## config.mk

```make
export PLATFORM = sky130hd
export DESIGN_NAME = amc_regs
export DESIGN_NICKNAME = d
export VERILOG_FILES = /design/src/design/amc_pkg.sv /design/src/design/amc_regs.sv
export SDC_FILE = /design/constraint.sdc
export NUM_CORES = 1
export LEC_CHECK = 0
export ABC_AREA = 1
export BUFFER_PORTS_ARGS = -buffer_cell sky130_fd_sc_hd__buf_2
export CAP_MARGIN = 10
export CELL_PAD_IN_SITES_DETAIL_PLACEMENT = 2
export CELL_PAD_IN_SITES_GLOBAL_PLACEMENT = 2
export CORE_ASPECT_RATIO = 0.7
export CORE_MARGIN = 1.5
export CORE_UTILIZATION = 35
export DETAILED_ROUTE_END_ITERATION = 10
export PLACE_DENSITY = 0.89
export SYNTH_ARGS = -nofsm -noshare
export SYNTH_HDL_FRONTEND = slang
export SYNTH_SLANG_ARGS = --single-unit
```

## constraint.sdc

```tcl
create_clock -name clk -period 3.1 [get_ports clk]
set_input_delay 0.155 -clock clk [delete_from_list [all_inputs] [get_ports clk]]
set_output_delay 0.155 -clock clk [all_outputs]
set_load 0.005 [all_outputs]
```

## src/design/amc_pkg.sv

```systemverilog
package amc_pkg;
  localparam int NREG = 22;
  localparam int ADDR_W = 12;
  localparam int WORD_W = 28;
  localparam int IDX_W = 5;
  localparam logic [ADDR_W-1:0] ADDR_LAST = 12'h015;
  localparam logic [5:0] ADDR_LAST_BIT = 6'h0B;
  localparam logic [5:0] WORD_LAST_BIT = 6'h1B;
  // Register indices (printed offsets)
  localparam int IDX_AFE = 0;
  localparam int IDX_FMT = 1;
  localparam int IDX_SGAIN = 4;
  localparam int IDX_VGAIN = 5;
  localparam int IDX_CLAMP = 6;
  localparam int IDX_CLKDIV = 13;
  localparam int IDX_SWRST = 16;
  localparam int IDX_OUTACT = 17;
  localparam int IDX_RSTPIN = 18;
  localparam int IDX_SYNC = 19;
  localparam int IDX_CORE = 20;
  localparam int IDX_OSC = 21;
  // Field positions
  localparam int B_STBY_LO = 0;
  localparam int B_STBY_HI = 1;
  localparam int B_CLAMP_ON = 2;
  localparam int B_SETTLE_FAST = 3;
  localparam int B_GAIN_FAST = 4;
  localparam int B_BLANK_SEL = 5;
  localparam int B_RESTORE_BYP = 6;
  localparam int B_HIZ = 0;
  localparam int B_TRANSP = 1;
  localparam int B_GRAY = 2;
  localparam int B_BIT0 = 0;
  localparam int B_SYNC_ON = 0;
  localparam int B_SYNC_LVL = 1;
  localparam int B_HOLD = 2;
  localparam int B_ENH = 3;
  localparam int B_MASK_LINE = 4;
  localparam int B_MASK_FRAME = 5;
  localparam int B_MASK_VCLK = 6;
  localparam int B_SHADOW_ON = 7;
  localparam int B_SHADOW_WR = 13;
  localparam int B_SOFT_SYNC = 14;
  localparam int GAIN_W = 10;
  localparam int SGAIN_W = 3;
  // Defaults, index 21 first
  localparam logic [NREG-1:0][WORD_W-1:0] REG_RST = {
    {2{28'h0}}, 28'h0000061, {12{28'h0}}, 28'h00001EC, 28'h000000F,
    28'h0, 28'h00FFFFF, 28'h0, 28'h0000008, 28'h0000007};
  // Stored bits; soft reset bit is never stored, so it reads back as cleared
  localparam logic [NREG-1:0][WORD_W-1:0] REG_MASK = {
    28'h1, 28'h1, 28'h7FFF, 28'h1F, 28'h1, {3{28'h0}}, 28'h1, {6{28'h0}},
    28'h3FF, 28'h3FF, 28'h7, 28'hFFFFFF, 28'h1, 28'hF, 28'h7F};
  // Registers applied at the frame sync falling edge (and shadowed)
  localparam logic [NREG-1:0] VD_TYPE = 22'h022070;
endpackage

```

## src/design/amc_regs.sv

```systemverilog
`timescale 1ns/100ps
// Functional notes
// - Two-bit power field: 0 normal, 1..3 deeper standby; resets to 3.
// - Black clamp runs only while its enable bit is 1; resets to 1.
// - Settling-speed bit 1 selects fast clamp settling, 0 normal.
// - Fast-recovery bit makes sampler gain updates trigger very fast clamping.
// - During blanking outputs show zero or clamp level per blank-level bit.
// - Restore-bypass 0 enables dc restore during blanking, 1 disables it.
// - Output-disable bit 1 puts data outputs in high impedance.
// - Latch-mode 0 registers on output phase edge; 1 is transparent.
// - Gray-code bit 1 presents pixel words in Gray code.
// - Sampler gain codes 0,4,6,7 only; applied at next frame sync. The code stores any 3-bit code.
// - Ten-bit variable gain code, resets to 0xF, applied at frame sync.
// - Ten-bit clamp target, resets to 0x1EC, applied at frame sync.
// - Divide bit 1 halves reference clock; 0 passes it through.
// - Writing 1 to soft reset restores all registers; bit self-clears.
// - Output-activate 0 holds outputs inactive; 1 enables at frame sync.
// - Reset-pin option turns the sync pin into active-low reset input.
// - Sync enable (default 1) accepts external sync; polarity bit sets level.
// - Suspend bit stops clocks while sync pulse is active.
// - During suspend mask line, frame, vertical clocks per mask bits.
// - Shadow enable plus shadow-write routes shadowed writes to shadow copies.
// - Soft sync bit starts a sync event and self-clears after it.
// - Core reset bit 0 holds timing core in reset; upper bits written 0.
// - Further 28-bit words go to the next higher address.
// - Immediate registers update at bit 27; others at frame sync fall.
module amc_regs #(
  parameter int DATA_W = 12
) (
  input wire logic clk, // System clock
  input wire logic rst_n, // Synchronous reset
  input wire logic ce, // Clock enable
  input wire logic serClk, // Serial clock
  input wire logic serData, // Serial data
  input wire logic serLoad_n, // Serial frame, low during write
  input wire logic frameSyncIn, // Frame sync
  input wire logic syncPin, // External sync or reset pin
  input wire logic refClkIn, // Reference clock in
  input wire logic [DATA_W-1:0] pixelIn, // Converted pixel word
  input wire logic pixelBlanking, // Pixel blanking
  input wire logic outPhaseTick, // Output phase rising edge
  output logic [1:0] standbyLevel, // Power level
  output logic blackClampOn, // Clamp running
  output logic clampSettleFast, // Fast settling
  output logic gainChangeFastClamp, // Very fast clamp pulse
  output logic dcRestoreOn, // Dc restore active
  output logic [DATA_W-1:0] pixelOut, // Pixel data
  output logic pixelOutEn, // Pixel output enable
  output logic [amc_pkg::SGAIN_W-1:0] samplerGainCode, // Sampler gain
  output logic [amc_pkg::GAIN_W-1:0] variableGainCode, // Variable gain
  output logic [amc_pkg::GAIN_W-1:0] blackClampTarget, // Clamp target
  output logic refClockOut, // Reference clock out
  output logic extResetReq, // Reset from sync pin
  output logic syncClockHold, // Clocks suspended
  output logic holdMaskLine, // Line sync masked
  output logic holdMaskFrame, // Frame sync masked
  output logic holdMaskVclk, // Vertical clocks masked
  output logic enhancedSyncOn, // Enhanced sync
  output logic syncEvent, // Sync event pulse
  output logic coreReset, // Timing core in reset
  output logic oscillatorReset // Oscillator powered down
);
  typedef struct packed {
    logic [amc_pkg::NREG-1:0][amc_pkg::WORD_W-1:0] regs;
    logic [amc_pkg::NREG-1:0][amc_pkg::WORD_W-1:0] pend;
    logic [amc_pkg::NREG-1:0][amc_pkg::WORD_W-1:0] shad;
    logic [amc_pkg::NREG-1:0] pendV;
    logic [amc_pkg::NREG-1:0] shadV;
    logic [amc_pkg::ADDR_W-1:0] shAddr;
    logic [amc_pkg::WORD_W-1:0] shData;
    logic [5:0] bitCnt;
    logic inData;
    logic sclkQ;
    logic frameQ;
    logic syncQ;
    logic refQ;
    logic [1:0] stby;
    logic clampOn;
    logic settleFast;
    logic fastPulse;
    logic restoreOn;
    logic [DATA_W-1:0] pix;
    logic pixEn;
    logic [amc_pkg::SGAIN_W-1:0] sGain;
    logic [amc_pkg::GAIN_W-1:0] vGain;
    logic [amc_pkg::GAIN_W-1:0] clampTgt;
    logic refOut;
    logic extRst;
    logic hold;
    logic mLine;
    logic mFrame;
    logic mVclk;
    logic enh;
    logic syncEvt;
    logic core;
    logic osc;
  } amc_state_t;

  amc_state_t q;
  amc_state_t d;
  logic sclkRise;
  logic frameFall;
  logic syncAct;
  logic syncStart;
  logic commit;
  logic swRstHit;
  logic active;
  logic [amc_pkg::IDX_W-1:0] idx;
  logic [amc_pkg::WORD_W-1:0] word;
  logic [DATA_W-1:0] pv;

  always_comb begin
    d = q;
    sclkRise = serClk && !q.sclkQ;
    frameFall = !frameSyncIn && q.frameQ;
    syncAct = q.regs[amc_pkg::IDX_SYNC][amc_pkg::B_SYNC_ON]
      && !q.regs[amc_pkg::IDX_RSTPIN][amc_pkg::B_BIT0]
      && (syncPin == q.regs[amc_pkg::IDX_SYNC][amc_pkg::B_SYNC_LVL]);
    syncStart = (syncAct && !q.syncQ) || q.regs[amc_pkg::IDX_SYNC][amc_pkg::B_SOFT_SYNC];
    word = {serData, q.shData[amc_pkg::WORD_W-1:1]};
    idx = q.shAddr[amc_pkg::IDX_W-1:0];
    commit = 1'b0;
    swRstHit = 1'b0;
    d.sclkQ = serClk;
    d.frameQ = frameSyncIn;
    d.syncQ = syncAct;
    d.refQ = refClkIn;
    d.fastPulse = 1'b0;
    // Staged values land together so a field is never half updated
    if (frameFall) begin
      for (int i = 0; i < amc_pkg::NREG; i++) begin
        if (q.pendV[i]) begin
          d.regs[i] = q.pend[i];
          d.pendV[i] = 1'b0;
        end
      end
      d.fastPulse = q.pendV[amc_pkg::IDX_SGAIN]
        && q.regs[amc_pkg::IDX_AFE][amc_pkg::B_GAIN_FAST];
    end
    if (syncStart && q.regs[amc_pkg::IDX_SYNC][amc_pkg::B_SHADOW_ON]) begin
      for (int i = 0; i < amc_pkg::NREG; i++) begin
        if (q.shadV[i]) begin
          d.pend[i] = q.shad[i];
          d.pendV[i] = 1'b1;
          d.shadV[i] = 1'b0;
        end
      end
    end
    if (syncStart) begin
      d.regs[amc_pkg::IDX_SYNC][amc_pkg::B_SOFT_SYNC] = 1'b0;
    end
    // Frame end drops any partial word
    if (serLoad_n) begin
      d.bitCnt = 6'h00;
      d.inData = 1'b0;
    end else if (sclkRise) begin
      if (!q.inData) begin
        d.shAddr = {serData, q.shAddr[amc_pkg::ADDR_W-1:1]};
        d.bitCnt = q.bitCnt + 6'h01;
        if (q.bitCnt == amc_pkg::ADDR_LAST_BIT) begin
          d.inData = 1'b1;
          d.bitCnt = 6'h00;
        end
      end else begin
        d.shData = word;
        d.bitCnt = q.bitCnt + 6'h01;
        if (q.bitCnt == amc_pkg::WORD_LAST_BIT) begin
          commit = 1'b1;
          d.bitCnt = 6'h00;
          d.shAddr = q.shAddr + 12'h001;
        end
      end
    end
    // Writes beyond the map are dropped; the host must avoid them
    if (commit && q.shAddr <= amc_pkg::ADDR_LAST) begin
      if (amc_pkg::VD_TYPE[idx]) begin
        if (q.regs[amc_pkg::IDX_SYNC][amc_pkg::B_SHADOW_ON]
            && q.regs[amc_pkg::IDX_SYNC][amc_pkg::B_SHADOW_WR]) begin
          d.shad[idx] = word & amc_pkg::REG_MASK[idx];
          d.shadV[idx] = 1'b1;
        end else begin
          d.pend[idx] = word & amc_pkg::REG_MASK[idx];
          d.pendV[idx] = 1'b1;
        end
      end else begin
        // Write wins over a same-cycle self-clear
        d.regs[idx] = word & amc_pkg::REG_MASK[idx];
      end
      swRstHit = (idx == amc_pkg::IDX_W'(amc_pkg::IDX_SWRST)) && word[amc_pkg::B_BIT0];
    end
    if (swRstHit) begin
      d.regs = amc_pkg::REG_RST;
      d.pendV = '0;
      d.shadV = '0;
    end
    active = q.regs[amc_pkg::IDX_OUTACT][amc_pkg::B_BIT0];
    d.stby = q.regs[amc_pkg::IDX_AFE][amc_pkg::B_STBY_HI:amc_pkg::B_STBY_LO];
    d.clampOn = q.regs[amc_pkg::IDX_AFE][amc_pkg::B_CLAMP_ON];
    d.settleFast = q.regs[amc_pkg::IDX_AFE][amc_pkg::B_SETTLE_FAST];
    d.restoreOn = pixelBlanking && !q.regs[amc_pkg::IDX_AFE][amc_pkg::B_RESTORE_BYP];
    d.sGain = q.regs[amc_pkg::IDX_SGAIN][amc_pkg::SGAIN_W-1:0];
    d.vGain = q.regs[amc_pkg::IDX_VGAIN][amc_pkg::GAIN_W-1:0];
    d.clampTgt = q.regs[amc_pkg::IDX_CLAMP][amc_pkg::GAIN_W-1:0];
    pv = pixelIn;
    if (pixelBlanking) begin
      pv = q.regs[amc_pkg::IDX_AFE][amc_pkg::B_BLANK_SEL]
        ? {{(DATA_W-amc_pkg::GAIN_W){1'b0}}, d.clampTgt} : '0;
    end
    if (q.regs[amc_pkg::IDX_FMT][amc_pkg::B_GRAY]) begin
      pv = pv ^ (pv >> 1);
    end
    if (!active) begin
      d.pix = '0;
      d.pixEn = 1'b0;
      d.refOut = 1'b0;
    end else begin
      if (q.regs[amc_pkg::IDX_FMT][amc_pkg::B_TRANSP] || outPhaseTick) begin
        d.pix = pv;
      end
      d.pixEn = !q.regs[amc_pkg::IDX_FMT][amc_pkg::B_HIZ];
      if (q.regs[amc_pkg::IDX_CLKDIV][amc_pkg::B_BIT0]) begin
        if (refClkIn && !q.refQ) begin
          d.refOut = !q.refOut;
        end
      end else begin
        d.refOut = refClkIn;
      end
    end
    d.extRst = q.regs[amc_pkg::IDX_RSTPIN][amc_pkg::B_BIT0] && !syncPin;
    d.hold = syncAct && q.regs[amc_pkg::IDX_SYNC][amc_pkg::B_HOLD];
    d.mLine = d.hold && q.regs[amc_pkg::IDX_SYNC][amc_pkg::B_MASK_LINE];
    d.mFrame = d.hold && q.regs[amc_pkg::IDX_SYNC][amc_pkg::B_MASK_FRAME];
    d.mVclk = d.hold && q.regs[amc_pkg::IDX_SYNC][amc_pkg::B_MASK_VCLK];
    d.enh = q.regs[amc_pkg::IDX_SYNC][amc_pkg::B_ENH];
    d.syncEvt = syncStart;
    d.core = !q.regs[amc_pkg::IDX_CORE][amc_pkg::B_BIT0];
    d.osc = !q.regs[amc_pkg::IDX_OSC][amc_pkg::B_BIT0];
  end

  always_ff @(posedge clk) begin
    if (!rst_n) begin
      q <= '0;
      q.regs <= amc_pkg::REG_RST;
      q.stby <= 2'h3;
      q.clampOn <= 1'b1;
      q.core <= 1'b1;
      q.osc <= 1'b1;
    end else if (ce) begin
      q <= d;
    end
  end

  assign standbyLevel = q.stby;
  assign blackClampOn = q.clampOn;
  assign clampSettleFast = q.settleFast;
  assign gainChangeFastClamp = q.fastPulse;
  assign dcRestoreOn = q.restoreOn;
  assign pixelOut = q.pix;
  assign pixelOutEn = q.pixEn;
  assign samplerGainCode = q.sGain;
  assign variableGainCode = q.vGain;
  assign blackClampTarget = q.clampTgt;
  assign refClockOut = q.refOut;
  assign extResetReq = q.extRst;
  assign syncClockHold = q.hold;
  assign holdMaskLine = q.mLine;
  assign holdMaskFrame = q.mFrame;
  assign holdMaskVclk = q.mVclk;
  assign enhancedSyncOn = q.enh;
  assign syncEvent = q.syncEvt;
  assign coreReset = q.core;
  assign oscillatorReset = q.osc;

  a_soft_reset: assert property (@(posedge clk) disable iff (!rst_n)
    ce && swRstHit |=> q.regs == amc_pkg::REG_RST ##1 (!ce || q.stby == 2'h3))
    else $error("soft reset did not restore defaults");
  a_clamp_gate: assert property (@(posedge clk) disable iff (!rst_n)
    ce && !q.regs[amc_pkg::IDX_AFE][amc_pkg::B_CLAMP_ON] |=> !blackClampOn)
    else $error("clamp running while disabled");
  a_blank_zero: assert property (@(posedge clk) disable iff (!rst_n)
    ce && pixelBlanking && !q.regs[amc_pkg::IDX_AFE][amc_pkg::B_BLANK_SEL]
    && (q.regs[amc_pkg::IDX_FMT][amc_pkg::B_TRANSP] || outPhaseTick) |=> pixelOut == '0)
    else $error("blanked output not zero");
  a_hiz_out: assert property (@(posedge clk) disable iff (!rst_n)
    ce && q.regs[amc_pkg::IDX_FMT][amc_pkg::B_HIZ] |=> !pixelOutEn)
    else $error("outputs driven while disabled");
  a_vd_hold: assert property (@(posedge clk) disable iff (!rst_n)
    ce && !frameFall && !swRstHit |=> $stable(q.regs[amc_pkg::IDX_VGAIN]))
    else $error("frame-type register changed off frame edge");
  a_gray_code: assert property (@(posedge clk) disable iff (!rst_n)
    ce && active && !pixelBlanking && q.regs[amc_pkg::IDX_FMT][amc_pkg::B_GRAY]
    && q.regs[amc_pkg::IDX_FMT][amc_pkg::B_TRANSP] |=> pixelOut == ($past(pixelIn) ^ ($past(pixelIn) >> 1)))
    else $error("pixel word not gray coded");
  a_sync_clear: assert property (@(posedge clk) disable iff (!rst_n)
    ce && q.regs[amc_pkg::IDX_SYNC][amc_pkg::B_SOFT_SYNC] && !commit
    |=> !q.regs[amc_pkg::IDX_SYNC][amc_pkg::B_SOFT_SYNC] && syncEvent)
    else $error("soft sync did not self-clear");
  a_hold_mask: assert property (@(posedge clk) disable iff (!rst_n)
    ce && syncAct && q.regs[amc_pkg::IDX_SYNC][amc_pkg::B_HOLD]
    && q.regs[amc_pkg::IDX_SYNC][amc_pkg::B_MASK_FRAME] |=> syncClockHold && holdMaskFrame)
    else $error("frame mask missing during suspend");
  a_core_held: assert property (@(posedge clk) disable iff (!rst_n)
    ce && !q.regs[amc_pkg::IDX_CORE][amc_pkg::B_BIT0] |=> coreReset)
    else $error("core not held in reset");
  a_out_idle: assert property (@(posedge clk) disable iff (!rst_n)
    ce && !active |=> !pixelOutEn && pixelOut == '0 && !refClockOut)
    else $error("outputs active before activation");
  a_stby_track: assert property (@(posedge clk) disable iff (!rst_n)
    ce |=> standbyLevel == $past(q.regs[amc_pkg::IDX_AFE][amc_pkg::B_STBY_HI:amc_pkg::B_STBY_LO]))
    else $error("standby level not tracking its field");
  a_clamp_run: assert property (@(posedge clk) disable iff (!rst_n)
    ce && q.regs[amc_pkg::IDX_AFE][amc_pkg::B_CLAMP_ON] |=> blackClampOn)
    else $error("clamp stopped while enabled");
  a_settle_track: assert property (@(posedge clk) disable iff (!rst_n)
    ce |=> clampSettleFast == $past(q.regs[amc_pkg::IDX_AFE][amc_pkg::B_SETTLE_FAST]))
    else $error("settling speed not tracking its bit");
  a_fast_pulse: assert property (@(posedge clk) disable iff (!rst_n)
    ce && frameFall && q.pendV[amc_pkg::IDX_SGAIN] && q.regs[amc_pkg::IDX_AFE][amc_pkg::B_GAIN_FAST]
    |=> gainChangeFastClamp)
    else $error("no fast clamp on gain update");
  a_fast_quiet: assert property (@(posedge clk) disable iff (!rst_n)
    ce && !frameFall |=> !gainChangeFastClamp)
    else $error("fast clamp pulse without gain update");
  a_blank_level: assert property (@(posedge clk) disable iff (!rst_n)
    ce && active && pixelBlanking && q.regs[amc_pkg::IDX_AFE][amc_pkg::B_BLANK_SEL]
    && q.regs[amc_pkg::IDX_FMT][amc_pkg::B_GRAY] && q.regs[amc_pkg::IDX_FMT][amc_pkg::B_TRANSP]
    |=> pixelOut == (DATA_W'($past(q.regs[amc_pkg::IDX_CLAMP][amc_pkg::GAIN_W-1:0]))
    ^ (DATA_W'($past(q.regs[amc_pkg::IDX_CLAMP][amc_pkg::GAIN_W-1:0])) >> 1)))
    else $error("blanked output not at clamp level");
  a_restore_on: assert property (@(posedge clk) disable iff (!rst_n)
    ce && pixelBlanking && !q.regs[amc_pkg::IDX_AFE][amc_pkg::B_RESTORE_BYP] |=> dcRestoreOn)
    else $error("dc restore off during blanking");
  a_restore_idle: assert property (@(posedge clk) disable iff (!rst_n)
    ce && !pixelBlanking |=> !dcRestoreOn)
    else $error("dc restore on outside blanking");
  a_hiz_drive: assert property (@(posedge clk) disable iff (!rst_n)
    ce && active && !q.regs[amc_pkg::IDX_FMT][amc_pkg::B_HIZ] |=> pixelOutEn)
    else $error("outputs not driven while enabled");
  a_latch_hold: assert property (@(posedge clk) disable iff (!rst_n)
    ce && active && !q.regs[amc_pkg::IDX_FMT][amc_pkg::B_TRANSP] && !outPhaseTick |=> $stable(pixelOut))
    else $error("registered output moved off phase edge");
  a_sgain_apply: assert property (@(posedge clk) disable iff (!rst_n)
    ce && frameFall && q.pendV[amc_pkg::IDX_SGAIN] && !swRstHit ##1 ce
    |=> samplerGainCode == $past(q.pend[amc_pkg::IDX_SGAIN][amc_pkg::SGAIN_W-1:0], 2))
    else $error("sampler gain not applied at frame edge");
  a_vgain_apply: assert property (@(posedge clk) disable iff (!rst_n)
    ce && frameFall && q.pendV[amc_pkg::IDX_VGAIN] && !swRstHit ##1 ce
    |=> variableGainCode == $past(q.pend[amc_pkg::IDX_VGAIN][amc_pkg::GAIN_W-1:0], 2))
    else $error("variable gain not applied at frame edge");
  a_clamp_apply: assert property (@(posedge clk) disable iff (!rst_n)
    ce && frameFall && q.pendV[amc_pkg::IDX_CLAMP] && !swRstHit ##1 ce
    |=> blackClampTarget == $past(q.pend[amc_pkg::IDX_CLAMP][amc_pkg::GAIN_W-1:0], 2))
    else $error("clamp target not applied at frame edge");
  a_ref_pass: assert property (@(posedge clk) disable iff (!rst_n)
    ce && active && !q.regs[amc_pkg::IDX_CLKDIV][amc_pkg::B_BIT0] |=> refClockOut == $past(refClkIn))
    else $error("reference clock not passed through");
  a_ref_half: assert property (@(posedge clk) disable iff (!rst_n)
    ce && active && q.regs[amc_pkg::IDX_CLKDIV][amc_pkg::B_BIT0] && !(refClkIn && !q.refQ)
    |=> $stable(refClockOut))
    else $error("halved clock moved without input rise");
  a_ext_reset: assert property (@(posedge clk) disable iff (!rst_n)
    ce && q.regs[amc_pkg::IDX_RSTPIN][amc_pkg::B_BIT0] && !syncPin |=> extResetReq)
    else $error("pin reset request missing");
  a_ext_idle: assert property (@(posedge clk) disable iff (!rst_n)
    ce && !q.regs[amc_pkg::IDX_RSTPIN][amc_pkg::B_BIT0] |=> !extResetReq)
    else $error("pin reset request while option off");
  a_pin_not_sync: assert property (@(posedge clk) disable iff (!rst_n)
    ce && q.regs[amc_pkg::IDX_RSTPIN][amc_pkg::B_BIT0] && !q.regs[amc_pkg::IDX_SYNC][amc_pkg::B_SOFT_SYNC]
    |=> !syncEvent)
    else $error("sync event while pin is a reset");
  a_sync_edge: assert property (@(posedge clk) disable iff (!rst_n)
    ce && syncAct && !q.syncQ |=> syncEvent)
    else $error("external sync pulse not taken");
  a_no_hold: assert property (@(posedge clk) disable iff (!rst_n)
    ce && !q.regs[amc_pkg::IDX_SYNC][amc_pkg::B_HOLD]
    |=> !syncClockHold && !holdMaskLine && !holdMaskFrame && !holdMaskVclk)
    else $error("clocks held with suspend off");
  a_line_mask: assert property (@(posedge clk) disable iff (!rst_n)
    ce && syncAct && q.regs[amc_pkg::IDX_SYNC][amc_pkg::B_HOLD]
    && q.regs[amc_pkg::IDX_SYNC][amc_pkg::B_MASK_LINE] |=> holdMaskLine)
    else $error("line mask missing during suspend");
  a_shadow_route: assert property (@(posedge clk) disable iff (!rst_n)
    ce && commit && q.shAddr <= amc_pkg::ADDR_LAST && amc_pkg::VD_TYPE[idx]
    && q.regs[amc_pkg::IDX_SYNC][amc_pkg::B_SHADOW_ON] && q.regs[amc_pkg::IDX_SYNC][amc_pkg::B_SHADOW_WR]
    |=> q.shadV != '0)
    else $error("shadowed write not held in shadow copy");
  a_core_run: assert property (@(posedge clk) disable iff (!rst_n)
    ce && q.regs[amc_pkg::IDX_CORE][amc_pkg::B_BIT0] |=> !coreReset)
    else $error("core held in reset while released");
  a_addr_step: assert property (@(posedge clk) disable iff (!rst_n)
    ce && commit |=> q.shAddr == $past(q.shAddr) + 12'h001)
    else $error("address did not advance after a word");
  a_immediate_write: assert property (@(posedge clk) disable iff (!rst_n)
    ce && commit && q.shAddr == 12'h000
    |=> q.regs[amc_pkg::IDX_AFE] == ($past(word) & amc_pkg::REG_MASK[amc_pkg::IDX_AFE]))
    else $error("immediate register not updated at last bit");
endmodule

```

## Yosys cells after proc, flatten, opt, wreduce, memory -nomap -nowiden

Memories as Yosys holds them, arrays and structs flattened. A register that Yosys moved wholly into a read port is not among the register bits.
Index checks and enable logic that the tools add are counted.

- Register bits: 1995
- Bits in read-only memories: 928
- Output and inout bits: 52
- Memories kept: 2

- Add/subtract/negate cells: 2
- Magnitude comparators: 3
- Eq/ne operators: 7
- Mux-type cells: 115
- Bitwise operators: 5
- Reduce and logical (&&, ||, !) cells: 38

Memory list:

| memory | depth | width | read ports | clocked after Yosys merged registers in | write ports | line | RTL |
|---|---|---|---|---|---|---|---|
| (no name shown) | 32 | 28 | 1 | 1 | 0 | amc_regs.sv:187 | `d.regs[idx] = word & amc_pkg::REG_MASK[idx];` |
| (no name shown) | 32 | 1 | 1 | 1 | 0 | amc_regs.sv:176 | `if (amc_pkg::VD_TYPE[idx]) begin` |

Operators with widths:

| operator | number |
|---|---|
| $mux W616 | 6 |
| $mux W1892 | 1 |
| $bwmux W616 | 3 |
| $mux W28 | 46 |
| $mux W1276 | 1 |
| $demux W28 S5 | 1 |
| $mux W44 | 2 |
| $mux W22 | 3 |
| $mux W12 | 5 |
| $or A22 B22 Y22 | 2 |
| $mux W1 | 35 |
| $and A28 B28 Y28 | 1 |
| $mux W7 | 3 |
| $mux W5 | 4 |
| $logic_and A1 B1 Y1 | 18 |
| $mux W13 | 1 |
| $add A12 B1 Y12 const B | 1 |
| $le A12 B5 Y1 const B | 1 |
| $mux W6 | 2 |
| $reduce_and A4 Y1 | 3 |
| $xor A12 B11 Y12 | 1 |
| $logic_not A1 Y1 | 11 |
| $mux W10 | 1 |
| $add A6 B1 Y6 const B | 1 |
| other kinds (13) | 17 |

## Depth between registers and ports, before layout

- Depth after elaboration: 12
- Mapped depth: 17
- Depth with buffers taken out: 16

## Worst setup path after synthesis

Ideal clock, no wire load.

- Kind: register -> register
- Start point: register q[57] in the netlist's numbering
- End point: register (tool-made name)
- Arrival time: 2.166 ns
- Required time: 2.991 ns
- Slack: 0.825 ns
- Cell stages (with the launch flop): 17
- Path buffers: 1
- Path through: dfxtp_1 -> ha_1 -> nand2_1 -> nor2_1 -> nand2_1 -> nand2_1 -> nand2_1 -> buf_2 -> nor2_1 -> nor3_2 -> inv_1 -> ha_1 -> inv_1 -> o21ai_1 -> nand2_1 -> nand2_1 -> inv_1

RTL lines:

| item | line | RTL |
|---|---|---|
| from (decl) | amc_regs.sv:99 | `amc_state_t q;` |

==> parameters.txt <==
Parameter                              Value

Setup path
  Crit-path max FO ... 4
  Required time reported for the critical path endpoint ... 3.59 ns
  Reg-to-reg setup timing slack ... 0.19 ns
  Critical Path Sink Type ... flop
  Critical path class ... reg -> reg
  Critical Path AT ... 3.40 ns
  Sort of element at the start of the critical path ... flop

Die
  Site Rows ... 62
  Die X ... 246 microns
  Die Outline Area ... 0.0425 sq mm
  I/O pin count ... 75
  Placeable Area ... 0.0408 sq mm
  Vertical die dimension ... 173 microns
  Initial core utilization ... 35.4%

Clocking
  CTS clk-pin slew, worst paths ... 0.06 ns
  CTS max path bufs ... 3
  CTS root buf ... clkbuf_16
  Clock buffer count from CTS ... 30
  TritonCTS clock tree ... done
  Number of sinks handled by clock tree synthesis ... 276
  Post CTS Setup Buffer Count ... 0
  H-tree depth reported by CTS ... 1
  Clock insertion delay at the later pin of the skew report ... 0.62 ns

Job
  MaxCap Viol Count ... 0

STA
  Peak clock frequency supported by timing ... 344 MHz
  Hold violation count in the final report ... 0
  Unrepaired setup endpoints after global routing ... false
  Post-layout minimum cycle time ... 2.91 ns
  Setup TNS Final ... 0 ns
  # setup viols final ... 0
  Final-layout worst hold slack ... 0.0819 ns
  Share of the clock period used by the worst path after layout ... 93.9%
  Max-Slew Margin vs Limit ... 28.9%
  Final clock skew ... 0.0334 ns
  Actual transition at the worst max-transition pin ... 1.07 ns
  Max-slew violation count ... 0

Pwr
  Power density over cell area ... 507 mW/mm^2
  Worst VDD drop ... 0.398 mV
  Static Leakage ... 7.16 nW

Logic synthesis
  Predominant post-synthesis flop cell ... dfxtp_1
  Number of instances in the synthesized netlist ... 2,165
  Sequential share of the synthesized area ... 38.3%
  Synthesized-area fraction occupied by adder cells ... 0.954%
  Multiplexer share of the synthesized area ... 1.80%
  Count of state elements after synthesis ... 276
  Count of warnings emitted by yosys ... 0
  Mean instance size in the synthesized netlist ... 6.66 sq um
  Largest family of logic cells by synthesized area ... simple AND/OR/NAND/NOR gates
  Synth Area in Simple Gates ... 33.4%
  Share of the synthesized netlist area taken by xor and xnor gates ... 0.425%
  Synth Cell Area ... 0.0144 sq mm
  Fraction of registers with async set/reset ... 0%
  Cell variety after synth ... 45
  Area fraction in compound gates after synthesis ... 14.8%
  Post-synthesis net count ... 2,199
  Count of flip-flops with a built-in enable after synthesis ... 0

GRT
  Overall fraction of global-route tracks in use ... 32.9%
  Overflow after GRT ... 0
  Vias in the first global route ... 17,800
  First-pass GRT wire length ... 109,000 microns
  Largest net degree at the start of global routing ... 150
  Initial antenna violation count ... 1

Run status
  Status ... completed

Final layout
  Number of nets in the layout ... 2,195
  Post-layout instance area ... 0.0162 sq mm
  Area Overhead vs Synth ... 12.1%
  Diodes inserted ... 0
  Fraction of final layout cells with drive strength greater than 1 ... 11.0%

Min path
  Worst min-delay path category ... in -> reg

Routing
  Drc violations ... 0
  Routed WL ... 70,600 microns
  Detailed-route wire length per cell ... 25.9 microns
  Remaining antenna violation count ... 0
  Number of detailed-routing iterations run before antenna repair ... 5
  Number of DRC markers after the initial detailed-route iteration ... 1,452
  Vias per inst ... 5.95
  Via Count ... 16,200

Place
  Port bufs ... 74
  Final estimated routing congestion in global placement ... 0.835
  Placed standard-cell area ... 0.0150 sq mm
  Half-perimeter wire length after placement ... 39,800 microns
## critical path, cell delays in order (launching register included)
cell and delay [ns]:
dfxtp_1 0.38, ha_1 0.25, nand2_1 0.08, nor2_1 0.13, nand2_1 0.12, a21oi_2 0.27, o211ai_1 0.15, o211ai_1 0.27
inv_1 0.20, ha_1 0.34, inv_1 0.06, o21ai_1 0.30, nand2_1 0.12, nand2_1 0.09, inv_1 0.04
## area by class of cell
type / count / area (sq um)
fill: 4875 / 24600
clock inverter: 9 / 131
tap: 544 / 681
inverter: 171 / 647
timing repair buffer: 131 / 881
clock buffer: 44 / 873
multi-input combinational: 1551 / 7430
sequential: 276 / 5530
## flip-flops by register name, indices dropped and copies added, names as in the netlist, 2 cells and up, named ones only
| signal | flops |
|---|---|
| q | 182 |
| d | 28 |
| pixelOut | 12 |
| blackClampTarget | 10 |
| variableGainCode | 10 |
| idx | 5 |
| samplerGainCode | 3 |
| standbyLevel | 2 |
## worst paths after layout
check	cells after the start	end	startpoint
worst min register to register	2	pixelOut[7]	pixelOut[7]
worst max register to register	14	flop	q[57]
worst min-delay path	3	q[56]	ce
worst max-delay path	14	flop	q[57]
## routing by layer
metal,up-vias,track usage [%],wire [microns]
met2,675,53.7,32900
met3,269,5.99,4660
met4,2,15.2,3390
li1,7057,-,-
met5,-,0,13
met1,8226,41.9,29700
## power breakdown
| group | total [mW] | internal (mW) | switching [mW] | leakage [nW] |
|---|---|---|---|---|
| logic | 0.591 | 0.163 | 0.429 | 4.42 |
| registers | 3.66 | 3.61 | 0.0518 | 2.24 |
| clock network | 3.94 | 2.19 | 1.75 | 0.497 |
## cell usage after synthesis, types with 2 or more instances
| master | number | share of area (%) |
|---|---|---|
| nand2_1 | 584 | 15 |
| dfxtp_1 | 276 | 38 |
| nand3_1 | 208 | 7.2 |
| a21oi_1 | 201 | 7.0 |
| nor2_1 | 192 | 5.0 |
| inv_1 | 159 | 4.1 |
| o21ai_0 | 154 | 5.3 |
| clkbuf_1 | 90 | 2.3 |
| nand4_1 | 64 | 2.8 |
| buf_4 | 40 | 2.1 |
| buf_2 | 25 | 0.87 |
| o21ai_1 | 22 | 0.76 |
| mux2_2 | 16 | 1.2 |
| ha_1 | 11 | 0.95 |
| inv_2 | 9 | 0.23 |
| nand2_2 | 9 | 0.39 |
| o211ai_1 | 9 | 0.47 |
| mux2i_1 | 8 | 0.56 |
| nand3_2 | 8 | 0.56 |
| nor3_1 | 8 | 0.28 |
| buf_1 | 7 | 0.18 |
| nor3_2 | 7 | 0.49 |
| buf_6 | 5 | 0.39 |
| nor2_2 | 5 | 0.22 |
| o22ai_1 | 5 | 0.22 |
| a211oi_1 | 4 | 0.21 |
| nor3_4 | 4 | 0.45 |
| xor2_1 | 4 | 0.24 |
| clkinv_1 | 3 | 0.078 |
| nor2_8 | 3 | 0.42 |
| o21bai_1 | 3 | 0.16 |
| xnor2_1 | 3 | 0.18 |
| a21oi_2 | 2 | 0.12 |
| a221oi_1 | 2 | 0.12 |
| a31oi_1 | 2 | 0.087 |
| nor2_4 | 2 | 0.16 |
| o31ai_1 | 2 | 0.10 |
| or2_2 | 2 | 0.087 |
## stage by stage
stage | setup slack, ns | std cells | utilization (%) | power, mW
2_1_floorplan | 0.825 | 2165 | - | 4.07
3_3_place_gp | 0.602 | 2662 | 36.9 | 4.23
3_5_place_dp | 0.307 | 2662 | 36.9 | 4.27
4_1_cts | 0.170 | 2726 | 39.6 | 8.12
5_1_grt | 0.00611 | 2726 | 39.6 | 8.42
6_report | 0.190 | 2726 | 39.6 | 8.19
## logic make-up after synthesis
| kind of cell | count (synthesis) |
|---|---|
| buffers and inverters | 338 |
| xor gates and xnor gates | 7 |
| adders and majority gates | 11 |
| and+or+nand+nor | 1099 |
| DFF | 276 |
| muxes | 24 |
| AOI/OAI and AO/OA | 410 |
## cells in the final DEF, fill, tap and decap left out, types with 8 or more instances in the layout
cell type	n
a21oi_1	201
buf_2	72
buf_4	44
clkbuf_16	30
dfxtp_1	275
dlygate4sd3_1	11
ha_1	11
inv_1	159
inv_2	8
mux2_2	16
mux2i_1	8
nand2_1	583
nand2_2	10
nand3_1	208
nand3_2	8
nand4_1	64
nor2_1	192
nor3_1	8
o211ai_1	9
o21ai_0	154
o21ai_1	22
## what timing repair did
item	CTS	global route
hold buffers	11	0
setup endpoints to repair	0	6
resized for setup	0	3
hold endpoints to repair	19	0
Note: power is estimated with default switching activity, not from simulation.
